$ cat src/inc/bdms_pkg.sv
// Package: constants and carrier types for the bridge driver mode sequencer
package bdms_pkg;

   // ******************************************
   // Timing
   // ******************************************
   localparam int CLK_PERIOD_NS    = 10;
   localparam int SEL_GAP_US       = 2;
   localparam int SEL_GAP_CYC      = (SEL_GAP_US * 1000 + CLK_PERIOD_NS - 1) / CLK_PERIOD_NS;
   localparam int POR_HOLD_CYC     = 4;

   // ******************************************
   // Frame and reset values
   // ******************************************
   localparam int FRAME_BITS       = 16;
   localparam logic [15:0] CTRL_RST = 16'h0000;
   localparam logic [15:0] STAT_RST = 16'h0000;
   localparam int CTRL_DRV_EN_BIT  = 0;
   localparam int CTRL_CP_EN_BIT   = 1;

   typedef enum logic [1:0] {BDMS_ST_POR, BDMS_ST_STANDBY, BDMS_ST_ACTIVE} bdms_mode_t;

   typedef struct packed {
      logic motor_supply_overvoltage;
      logic motor_supply_undervoltage;
      logic thermal;
      logic short_circuit;
   } bdms_fault_t;

   typedef struct packed {
      logic drivers_on;
      logic pump_on;
   } bdms_gate_t;

endpackage

$ cat src/hdl/bdms_serial.sv
// Serial shift engine: command capture and status shift-out
`timescale 1ns/1ps
module bdms_serial
#(
   parameter int WIDTH = bdms_pkg::FRAME_BITS
)
(
   input  wire logic              clk,
   input  wire logic              rst_n,
   input  wire logic              ce,
   input  wire logic              clr,
   input  wire logic              sel_n,
   input  wire logic              sclk,
   input  wire logic              sin,
   input  wire logic [WIDTH-1:0]  status,
   output logic                   sout,
   output logic [WIDTH-1:0]       cmd,
   output logic                   cmd_stb
);

   // Shift path needs at least two bits
   if (WIDTH < 2)
   begin : g_bad_width
      $error("bdms_serial: WIDTH too small");
   end

   logic [WIDTH-1:0] sh_r, sh_nxt;
   logic [$clog2(WIDTH+1)-1:0] cnt_r, cnt_nxt;
   logic sclk_r, sclk_nxt, sel_r, sel_nxt, stb_nxt, stb_r;
   logic [WIDTH-1:0] cmd_r, cmd_nxt;

   always_comb
   begin
      sh_nxt   = sh_r;
      cnt_nxt  = cnt_r;
      cmd_nxt  = cmd_r;
      stb_nxt  = 1'b0;
      sclk_nxt = sclk;
      sel_nxt  = sel_n;
      if (clr)
      begin
         sh_nxt  = '0;
         cnt_nxt = '0;
         cmd_nxt = '0;
      end
      else if (sel_r && !sel_n)
      begin
         sh_nxt  = status;
         cnt_nxt = '0;
      end
      else if (!sel_n && sclk && !sclk_r)
      begin
         sh_nxt  = {sh_r[WIDTH-2:0], sin};
         if (cnt_r != WIDTH[$clog2(WIDTH+1)-1:0])
            cnt_nxt = cnt_r + 1'b1;
      end
      else if (!sel_r && sel_n && cnt_r == WIDTH[$clog2(WIDTH+1)-1:0])
      begin
         // Only frames of at least WIDTH clocks reach the input register
         cmd_nxt = sh_r;
         stb_nxt = 1'b1;
         cnt_nxt = '0;
      end
   end

   always_ff @(posedge clk or negedge rst_n)
   begin
      if (!rst_n)
      begin
         sh_r   <= '0;
         cnt_r  <= '0;
         cmd_r  <= '0;
         stb_r  <= 1'b0;
         sclk_r <= 1'b0;
         sel_r  <= 1'b1;
      end
      else if (ce)
      begin
         sh_r   <= sh_nxt;
         cnt_r  <= cnt_nxt;
         cmd_r  <= cmd_nxt;
         stb_r  <= stb_nxt;
         sclk_r <= sclk_nxt;
         sel_r  <= sel_nxt;
      end
   end

   assign sout    = sh_r[WIDTH-1];
   assign cmd     = cmd_r;
   assign cmd_stb = stb_r;

endmodule // bdms_serial

$ cat src/hdl/bdms_top.sv
// Mode sequencer: power-on reset, standby, active mode and gate gating
`timescale 1ns/1ps
module bdms_top
#(
   parameter int WIDTH   = bdms_pkg::FRAME_BITS,
   parameter int GAP_CYC = bdms_pkg::SEL_GAP_CYC
)
(
   input  wire logic                CLOCK,
   input  wire logic                RESETN,
   input  wire logic                CE,
   input  wire logic                LOGIC_ABOVE_RELEASE,
   input  wire logic                LOGIC_BELOW_ASSERT,
   input  wire logic                ENABLE,
   input  wire logic                SERIAL_SELECT_LOW_N,
   input  wire logic                SERIAL_CLK,
   input  wire logic                SERIAL_IN,
   input  wire bdms_pkg::bdms_fault_t FAULTS,
   output logic                     SERIAL_OUT,
   output logic                     SERIAL_OUT_OE,
   output bdms_pkg::bdms_gate_t     GATE,
   output logic                     ACTIVE,
   output logic                     DIAG_RUN,
   output logic [WIDTH-1:0]         CTRL_REG,
   output logic                     GAP_VIOLATION
);

   // Status word carries four fault bits plus padding
   if (WIDTH < 5 || GAP_CYC < 1)
   begin : g_bad_param
      $error("bdms_top: bad parameter");
   end

   // ******************************************
   // Mode state machine
   // ******************************************
   bdms_pkg::bdms_mode_t mode_r, mode_nxt;
   logic [2:0] por_cnt_r, por_cnt_nxt;
   logic clr;

   always_comb
   begin
      mode_nxt    = mode_r;
      por_cnt_nxt = por_cnt_r;
      unique case (mode_r)
         bdms_pkg::BDMS_ST_POR:
         begin
            // Hold reset a few cycles after supply comes up
            if (LOGIC_ABOVE_RELEASE && !LOGIC_BELOW_ASSERT)
            begin
               if (por_cnt_r == 3'(bdms_pkg::POR_HOLD_CYC - 1))
                  mode_nxt = bdms_pkg::BDMS_ST_STANDBY;
               else
                  por_cnt_nxt = por_cnt_r + 3'h1;
            end
            else
               por_cnt_nxt = 3'h0;
         end
         bdms_pkg::BDMS_ST_STANDBY:
         begin
            if (LOGIC_BELOW_ASSERT)
               mode_nxt = bdms_pkg::BDMS_ST_POR;
            else if (ENABLE && LOGIC_ABOVE_RELEASE)
               mode_nxt = bdms_pkg::BDMS_ST_ACTIVE;
         end
         bdms_pkg::BDMS_ST_ACTIVE:
         begin
            if (LOGIC_BELOW_ASSERT)
               mode_nxt = bdms_pkg::BDMS_ST_POR;
            else if (!ENABLE)
               mode_nxt = bdms_pkg::BDMS_ST_STANDBY;
         end
         default: mode_nxt = bdms_pkg::BDMS_ST_POR;
      endcase
      if (mode_nxt != bdms_pkg::BDMS_ST_POR || mode_r != bdms_pkg::BDMS_ST_POR)
         if (mode_nxt != mode_r) por_cnt_nxt = 3'h0;
   end

   always_ff @(posedge CLOCK or negedge RESETN)
   begin
      if (!RESETN)
      begin
         mode_r    <= bdms_pkg::BDMS_ST_POR;
         por_cnt_r <= 3'h0;
      end
      else if (CE)
      begin
         mode_r    <= mode_nxt;
         por_cnt_r <= por_cnt_nxt;
      end
   end

   // Motor supply loss enters only as a fault flag, so it cannot touch state
   assign clr = (mode_r != bdms_pkg::BDMS_ST_ACTIVE);

   // ******************************************
   // Serial engine
   // ******************************************
   logic [WIDTH-1:0] cmd;
   logic cmd_stb, sout;
   logic [WIDTH-1:0] status;

   assign status = {{(WIDTH-4){1'b0}}, FAULTS};

   bdms_serial #(.WIDTH(WIDTH)) u_serial
   (
      .clk     (CLOCK),
      .rst_n   (RESETN),
      .ce      (CE),
      .clr     (clr),
      .sel_n   (SERIAL_SELECT_LOW_N),
      .sclk    (SERIAL_CLK),
      .sin     (SERIAL_IN),
      .status  (status),
      .sout    (sout),
      .cmd     (cmd),
      .cmd_stb (cmd_stb)
   );

   // ******************************************
   // Control register, gating and outputs
   // ******************************************
   logic [WIDTH-1:0] ctrl_r, ctrl_nxt;
   logic pump_lock_r, pump_lock_nxt;
   logic [$clog2(GAP_CYC+1)-1:0] gap_r, gap_nxt;
   logic gapv_r, gapv_nxt, sel_q_r;
   bdms_pkg::bdms_gate_t gate_r, gate_nxt;
   logic out_r, out_nxt, oe_r, oe_nxt, act_r;

   always_comb
   begin
      ctrl_nxt      = ctrl_r;
      pump_lock_nxt = pump_lock_r;
      gap_nxt       = gap_r;
      gapv_nxt      = 1'b0;
      if (clr)
      begin
         ctrl_nxt      = WIDTH'(bdms_pkg::CTRL_RST);
         pump_lock_nxt = FAULTS.motor_supply_overvoltage;
         gap_nxt       = '0;
      end
      else
      begin
         if (cmd_stb)
            ctrl_nxt = cmd;
         // Lock clears only once the overvoltage is gone
         if (!FAULTS.motor_supply_overvoltage)
            pump_lock_nxt = 1'b0;
         if (SERIAL_SELECT_LOW_N && gap_r != GAP_CYC[$bits(gap_r)-1:0])
            gap_nxt = gap_r + 1'b1;
         if (sel_q_r && !SERIAL_SELECT_LOW_N)
         begin
            // Flag only; the frame is still taken
            gapv_nxt = (gap_r != GAP_CYC[$bits(gap_r)-1:0]);
            gap_nxt  = '0;
         end
      end
      gate_nxt.drivers_on = !clr && ctrl_r[bdms_pkg::CTRL_DRV_EN_BIT] && !FAULTS.thermal
                            && !FAULTS.short_circuit && !FAULTS.motor_supply_undervoltage
                            && !FAULTS.motor_supply_overvoltage;
      gate_nxt.pump_on    = !clr && ctrl_r[bdms_pkg::CTRL_CP_EN_BIT] && !pump_lock_r
                            && !FAULTS.motor_supply_overvoltage;
      oe_nxt  = !SERIAL_SELECT_LOW_N && !clr;
      out_nxt = oe_nxt ? sout : 1'b0;
   end

   always_ff @(posedge CLOCK or negedge RESETN)
   begin
      if (!RESETN)
      begin
         ctrl_r      <= WIDTH'(bdms_pkg::CTRL_RST);
         pump_lock_r <= 1'b1;
         gap_r       <= '0;
         gapv_r      <= 1'b0;
         sel_q_r     <= 1'b1;
         gate_r      <= '0;
         out_r       <= 1'b0;
         oe_r        <= 1'b0;
         act_r       <= 1'b0;
      end
      else if (CE)
      begin
         ctrl_r      <= ctrl_nxt;
         pump_lock_r <= pump_lock_nxt;
         gap_r       <= gap_nxt;
         gapv_r      <= gapv_nxt;
         sel_q_r     <= SERIAL_SELECT_LOW_N;
         gate_r      <= gate_nxt;
         out_r       <= out_nxt;
         oe_r        <= oe_nxt;
         act_r       <= !clr;
      end
   end

   assign SERIAL_OUT    = out_r;
   assign SERIAL_OUT_OE = oe_r;
   assign GATE          = gate_r;
   assign ACTIVE        = act_r;
   assign DIAG_RUN      = act_r;
   assign CTRL_REG      = ctrl_r;
   assign GAP_VIOLATION = gapv_r;

   // ******************************************
   // Checks
   // ******************************************
   undervolt_gates_off_a: assert property (@(posedge CLOCK) disable iff (!RESETN)
      CE && LOGIC_BELOW_ASSERT ##1 CE [*1] ##1 CE |-> GATE == '0)
      else $error("gates on after logic supply loss");

   standby_clears_a: assert property (@(posedge CLOCK) disable iff (!RESETN)
      CE && mode_r != bdms_pkg::BDMS_ST_ACTIVE |=> !CE || (ctrl_r == bdms_pkg::CTRL_RST))
      else $error("state not cleared in standby");

   enable_low_standby_a: assert property (@(posedge CLOCK) disable iff (!RESETN)
      CE && !ENABLE |=> !CE || mode_r != bdms_pkg::BDMS_ST_ACTIVE)
      else $error("active with enable low");

   active_entry_a: assert property (@(posedge CLOCK) disable iff (!RESETN)
      CE && mode_r != bdms_pkg::BDMS_ST_ACTIVE && !(ENABLE && LOGIC_ABOVE_RELEASE)
      |=> mode_r != bdms_pkg::BDMS_ST_ACTIVE)
      else $error("active without enable and supply");

   out_hiz_a: assert property (@(posedge CLOCK) disable iff (!RESETN)
      CE && SERIAL_SELECT_LOW_N |=> !CE || !SERIAL_OUT_OE)
      else $error("serial out driven with select high");

   standby_hiz_a: assert property (@(posedge CLOCK) disable iff (!RESETN)
      CE && clr |=> !CE || !SERIAL_OUT_OE)
      else $error("serial out driven in standby");

   ov_pump_off_a: assert property (@(posedge CLOCK) disable iff (!RESETN)
      CE && clr && FAULTS.motor_supply_overvoltage
      ##1 CE && !clr && FAULTS.motor_supply_overvoltage
      |=> !GATE.pump_on)
      else $error("pump on after entry with overvoltage");

   fault_drv_off_a: assert property (@(posedge CLOCK) disable iff (!RESETN)
      CE && (FAULTS.thermal || FAULTS.short_circuit) |=> !GATE.drivers_on)
      else $error("drivers on with fault flag");

   por_release_a: assert property (@(posedge CLOCK) disable iff (!RESETN)
      mode_r == bdms_pkg::BDMS_ST_POR ##1 mode_r == bdms_pkg::BDMS_ST_STANDBY
      |-> $past(por_cnt_r) == 3'(bdms_pkg::POR_HOLD_CYC - 1))
      else $error("power-on reset released early");

endmodule // bdms_top

$ cat config.mk
export PLATFORM = sky130hd
export DESIGN_NAME = bdms_top
export DESIGN_NICKNAME = d
export VERILOG_FILES = /design/src/inc/bdms_pkg.sv /design/src/hdl/bdms_serial.sv /design/src/hdl/bdms_top.sv
export SDC_FILE = /design/constraint.sdc
export NUM_CORES = 1
export LEC_CHECK = 0
export BUFFER_PORTS_ARGS = -buffer_cell sky130_fd_sc_hd__buf_2
export CAP_MARGIN = 20
export CORE_MARGIN = 5
export CORE_UTILIZATION = 55
export DETAILED_ROUTE_END_ITERATION = 6
export PLACE_DENSITY = 0.75
export SYNTH_ARGS = -nofsm -noshare
export SYNTH_HDL_FRONTEND = slang
export SYNTH_SLANG_ARGS = --single-unit
export TNS_END_PERCENT = 5
$ cat constraint.sdc
create_clock -name CLOCK -period 1.9 [get_ports CLOCK]
set_input_delay 0.57 -clock CLOCK [delete_from_list [all_inputs] [get_ports CLOCK]]
set_output_delay 0.57 -clock CLOCK [all_outputs]
set_load 0.02 [all_outputs]
==> results of run 1 <==
## stage by stage
stage,utilization (%),hold WS (ps)
after floorplan,-,274.4
after global placement,60.16,480.7
after detailed placement,60.16,479.9
after global routing,64.29,189.7
after CTS,64.09,167.6
final,64.29,162.8
## metal layers
metal	wire, um	share of wire (%)	GRT usage [%]	vias to the layer above
li1	-	-	-	1196
met1	3108	47	24.96	1196
met2	3162	48	29.40	51
met3	311	4.7	4.516	6
met4	55	0.83	5.683	0
met5	0	0	0	-
## placed cells by master (no fill, tap or decap), types with 4 or more instances in the layout
cell	instances
nand2_1	36
a22o_1	32
ha_1	5
nor2_1	10
dfrtp_1	74
a21oi_1	4
a22oi_1	4
xor2_1	5
o21ai_0	27
buf_4	12
inv_1	11
buf_2	34
clkbuf_8	9
nand3_1	7
## state kept, by name, summed over array words and instances, names as in the netlist, 2 cells and up
name            flops
u_serial.sh_r      16
GATE                2
gap_r               8
u_serial.cnt_r      5
por_cnt_r           3
mode_r              2
u_serial.cmd       16
CTRL_REG           16
## area by class of cell
class | count | area, um^2 | share of cell area, %
clock buffers | 9 | 123.9 | 3.087
clock inverters | 7 | 121.4 | 3.025
inverters | 12 | 45.04 | 1.123
multi-input cells | 198 | 1401 | 34.92
flip-flops and latches | 76 | 1904 | 47.46
well taps | 77 | 96.34 | 2.401
repair buffers | 49 | 320.3 | 7.983
## cell families (layout without fill, tap and decap cells)
kind of cell | Yosys count | count (layout) | share of synthesized area (%)
flip-flops | 76 | 76 | 54.95
multiplexers | 3 | 3 | 0.9747
AO/OA/AOI/OAI | 100 | 100 | 21.77
buffers and inverters | 31 | 77 | 4.981
AND/OR/NAND/NOR | 85 | 85 | 14.26
adder cells (fa/ha/maj) | 5 | 5 | 1.805
XOR/XNOR | 5 | 5 | 1.263
## worst paths after layout
| check | from | endpoint | slack [ps] | depth (start not counted) |
|---|---|---|---|---|
| max | u_serial.cnt_r[0] | u_serial.cmd[15] | 160 | 6 |
| min | RESETN | CTRL_REG[2] | 160 | 1 |
| max reg2reg | u_serial.cnt_r[0] | u_serial.cmd[15] | 160 | 6 |
| min reg2reg | u_serial.cmd[3] | CTRL_REG[3] | 500 | 1 |
| max in group asynchronous | RESETN | pump_lock_r | 1200 | 2 |
| min in group CLOCK | SERIAL_CLK | u_serial.sclk_r | 490 | 2 |
## repair_timing
item                                    CTS  global route
hold buffers                              0             0
setup buffers                             0             0
endpoints found under the setup margin    0            23
gates resized for setup                   0             2
## power breakdown
group / internal, W / total, W / switching [W]
Clock: 0.000881 / 0.00149 / 0.000605
Combinational: 0.0000815 / 0.000207 / 0.000125
Sequential: 0.00164 / 0.00166 / 0.0000216
## critical path: cells and delay by family, from the launching register on
family / cells / cell delay (ps)
adders and majority gates: 1 / 210
DFF: 1 / 410
buffers and inverters: 1 / 100
AOI/OAI and AO/OA: 2 / 440
and+or+nand+nor: 2 / 470
==> flow_summary.toml, run 1 <==
[outcome]
outcome = "complete, no violations"

[sta]
hold_viol_final = 0
finalClockSkew_ps = 8.477
finalCriticalPeriod_ps = 1742
setup_violations = 0
report.final.slew_viol_count = 0
setup_slack_ps = 157.7
setup_tns_ps = 0
max_slew_margin_pct = 60.04
timing.final.crit_share_pct = 91.70
rsz0062_at_grt = "no"
tightest_slew_ps = 599.4
clock.fmax_ghz = 0.5740

[synth]
syn_nets = 323
yosysTopAreaCell = "dfrtp_1"
synth-edff-count = 0
syn-cell-area_mm2 = 0.003466
ys_seq_elements = 76
synth.distinct_cells = 57
synth_area_per_cell_um2 = 11.36
synth_ff_type = "dfrtp_1"
ys.warnings.count = 0
synth.area.top_cells = "dfrtp_1, a22o_1, nand2_1, o21ai_0, ha_1"
synth_top_area_share_pct = 53.43
synth_common_cells = "dfrtp_1, nand2_1, a22o_1"
syn-instance-count = 305
seq_area_frac_synth_pct = 54.95
synthArstFlopShare_pct = 100.0
yosysMostFrequentCell = "dfrtp_1"

[cts]
cts_max_level = 3
clk_latency_ps = 340
clk_pin_slew_worst_paths_ps = 80
root_buffer = "clkbuf_8"
cts_tree = "built"
cts_buffers = 9
clk_path_buf_depth = 2
clock_sink_count = 76

[final_layout]
area_growth_pct = 15.78
drive_above_1_share_pct = 23.93
design_area_mm2 = 0.004013
antenna_cells = 0
fin_cells = 428
fill_cells = 492
nets = 364

[worst_setup_path]
end_kind = "flop"
crit_path_top_delay_cell = "dfrtp_1"
path_cells = "inv_1, ha_1, nand4bb_4, nor3b_2, o21ai_4, a22o_1"
cp_max_fo = 16
crit_arrival_ps = 1970
startpoint_type = "flop"
crit_path_max_incr_delay_ps = 410
worstSetupPathType = "flop to flop"
cp.required_ps = 2130

[detailed_routing]
antenna_left = 0
routedWlPerCell_um = 15.51
routed_wl_mm = 6.637
vias = 2449
dr.pass1.iters = 4
drt_iter0_drc = 119
via_per_inst = 5.722
drc = 0

[floorplan]
coreArea_mm2 = 0.006241
die_w_um = 89.38
die_y_um = 89.38
pin_count = 36
start_util_pct = 55.53
rows = 29
dieArea_mm2 = 0.007989

[job]
maxCapViolCount = 0

[global_routing]
grt_max_degree = 35
first_global_vias = 2334
grt_pass1_wl_mm = 11.24
antenna_found_initial = 0
grt_usage_pct = 18.43
grt-ovfl-total = 0

[place]
dp_worst_setup_slack_ps = -17.83
io_buffers = 35
placed_area_mm2 = 0.003755
place_hpwl_mm = 4.854
gp_congestion = 0.9102
dp_cells = 412

[power_and_ir_drop]
power.density_mw_per_mm2 = 836.5
finalPower_w = 0.003357
p_leak_nw = 1.855
ir_worst_vdd_mv = 0.6150

[worst_hold_path]
hold_path_class = "input port to asynchronous set/reset pin"
Note: power is estimated with default switching activity, not from simulation.
==> inputs of run 2 (changes only) <==
==> constraint.sdc (replaced) <==
create_clock -name CLOCK -period 1.9 [get_ports CLOCK]
set_input_delay 0.38 -clock CLOCK [delete_from_list [all_inputs] [get_ports CLOCK]]
set_output_delay 0.38 -clock CLOCK [all_outputs]
set_load 0.02 [all_outputs]
==> flow_summary.toml, run 2 (synthesis gave the netlist of run 1 again) <==
[floorplan]
start_util_pct = 55.53
die_w_um = 89.38
pin_count = 36
dieArea_mm2 = 0.007989
die_y_um = 89.38
rows = 29
coreArea_mm2 = 0.006241

[cts]
post-cts-setup-buffer-count = 0
clock_sink_count = 76
cts_buffers = 9
clk_path_buf_depth = 2
root_buffer = "clkbuf_8"
clk_latency_ps = 350
cts_tree = "built"
clk_pin_slew_worst_paths_ps = 80
cts_max_level = 3

[final_layout]
antenna_cells = 0
final_cell_mix = "dfrtp_1, nand2_1, buf_2, a22o_1, o21ai_0"
nets = 365
drive_above_1_share_pct = 23.86
design_area_mm2 = 0.003975
layout_commonest_cell = "dfrtp_1"
area_growth_pct = 14.69

[power_and_ir_drop]
p_sw_w = 0.0007800
power_frac_seq_pct = 51.2
ir_worst_vdd_mv = 0.5878
pwr-share-comb_pct = 6.4
clkPwrFrac_pct = 42.4
switching_share_pct = 24.00
p_leak_nw = 1.841
power.density_mw_per_mm2 = 817.5
p_int_w = 0.002470

[sta]
tightest_slew_ps = 808.6
timing.final.crit_share_pct = 93.21
finalClockSkew_ps = 7.651
max_slew_margin_pct = 46.03
setup_violations = 0
clock.fmax_ghz = 0.5647
report.final.slew_viol_count = 0
hold_viol_final = 0
rsz0062_at_grt = "no"
setup_tns_ps = 0
finalCriticalPeriod_ps = 1771

[job]
maxCapViolCount = 0

[place]
io_buffers = 35
place_hpwl_mm = 4.819
gp_congestion = 0.8725
placed_area_mm2 = 0.003742

[global_routing]
grt_util_met3_pct = 4.332
grt_pass1_wl_mm = 11.52
grt_usage_pct = 19.01
top_usage_layer = "met2"
grt_max_degree = 35
use_met1_pct = 24.06
first_global_vias = 2356
grt-ovfl-total = 0
antenna_found_initial = 0
grt_util_met2_pct = 31.61

[worst_setup_path]
cp_max_fo = 16
worstSetupPathType = "flop to flop"
cp.required_ps = 2140
startpoint = "u_serial.cnt_r[0]"
crit_arrival_ps = 2010
startpoint_type = "flop"
end_kind = "flop"
reg2reg_from = "u_serial.cnt_r[0]"

[detailed_routing]
drc = 0
drt_iter0_drc = 102
routed_wl_mm = 6.951
vias = 2494
antenna_left = 0
via_per_inst = 5.814
dr.pass1.iters = 4
routedWlPerCell_um = 16.20

[worst_hold_path]
hold_path_class = "input port to flop"
hp-start = "SERIAL_CLK"

[outcome]
outcome = "complete, no violations"
==> run 2: critical path: stages (launching register included) <==
cell and delay (ps):
dfrtp_1 410, inv_1 110, ha_1 210, nand4bb_4 200, nor3b_2 230, o21ai_2 60, buf_4 190, a22o_1 240
==> run 2: what timing repair did <==
action,4_1_cts,5_1_grt
hold endpoints to repair,32,0
gates resized for setup,0,0
hold buffers,1,0
==> run 2: area by class of cell <==
cell class / count / area [um^2]
inverter: 12 / 45.04
clock buffer: 9 / 123.9
multi-input combinational: 198 / 1389
clock inverter: 7 / 98.84
fill: 504 / 2266
timing repair buffer: 50 / 317.8
sequential: 76 / 1904
tap: 77 / 96.34
==> run 2: power groups by stage <==
| stage | logic [W] | registers [W] | clock network (W) |
|---|---|---|---|
| 2_1_floorplan | 0.000126 | 0.00169 | 0 |
| 3_3_place_gp | 0.000205 | 0.00169 | 0 |
| 3_5_place_dp | 0.000209 | 0.00170 | 0 |
| 4_1_cts | 0.000211 | 0.00166 | 0.00139 |
| 5_1_grt | 0.000235 | 0.00167 | 0.00146 |
| 6_report | 0.000208 | 0.00166 | 0.00138 |
==> run 2: through the flow <==
stage               power [W]  hold WS (ps)  worst slack, ps  util, %  std cells
floorplan            0.001812         84.41            290.1        -        305
global placement     0.001899         350.3            193.0    59.96        412
detailed placement   0.001904         354.0            153.1    59.96        412
CTS                  0.003265         277.9            121.0    63.69        429
global route         0.003359         292.7           0.4892    63.69        429
finish               0.003250         285.3            129.0    63.69        429
==> run 2: per-layer routing <==
| metal | vias to the layer above | part of all wire, % |
|---|---|---|
| li1 | 1198 | - |
| met4 | 0 | 1.3 |
| met2 | 49 | 50 |
| met5 | - | 0 |
| met1 | 1239 | 45 |
| met3 | 8 | 4.0 |
==> run 2: final timing paths <==
check,slack [ps],to,cells past startpoint
max in group asynchronous,810,pump_lock_r,3
min in group asynchronous,520,u_serial.cmd[3],2
hold / removal,290,u_serial.sclk_r,2
hold reg to reg,500,CTRL_REG[5],1
setup reg to reg,130,u_serial.cmd[13],7
setup / recovery,130,u_serial.cmd[13],7
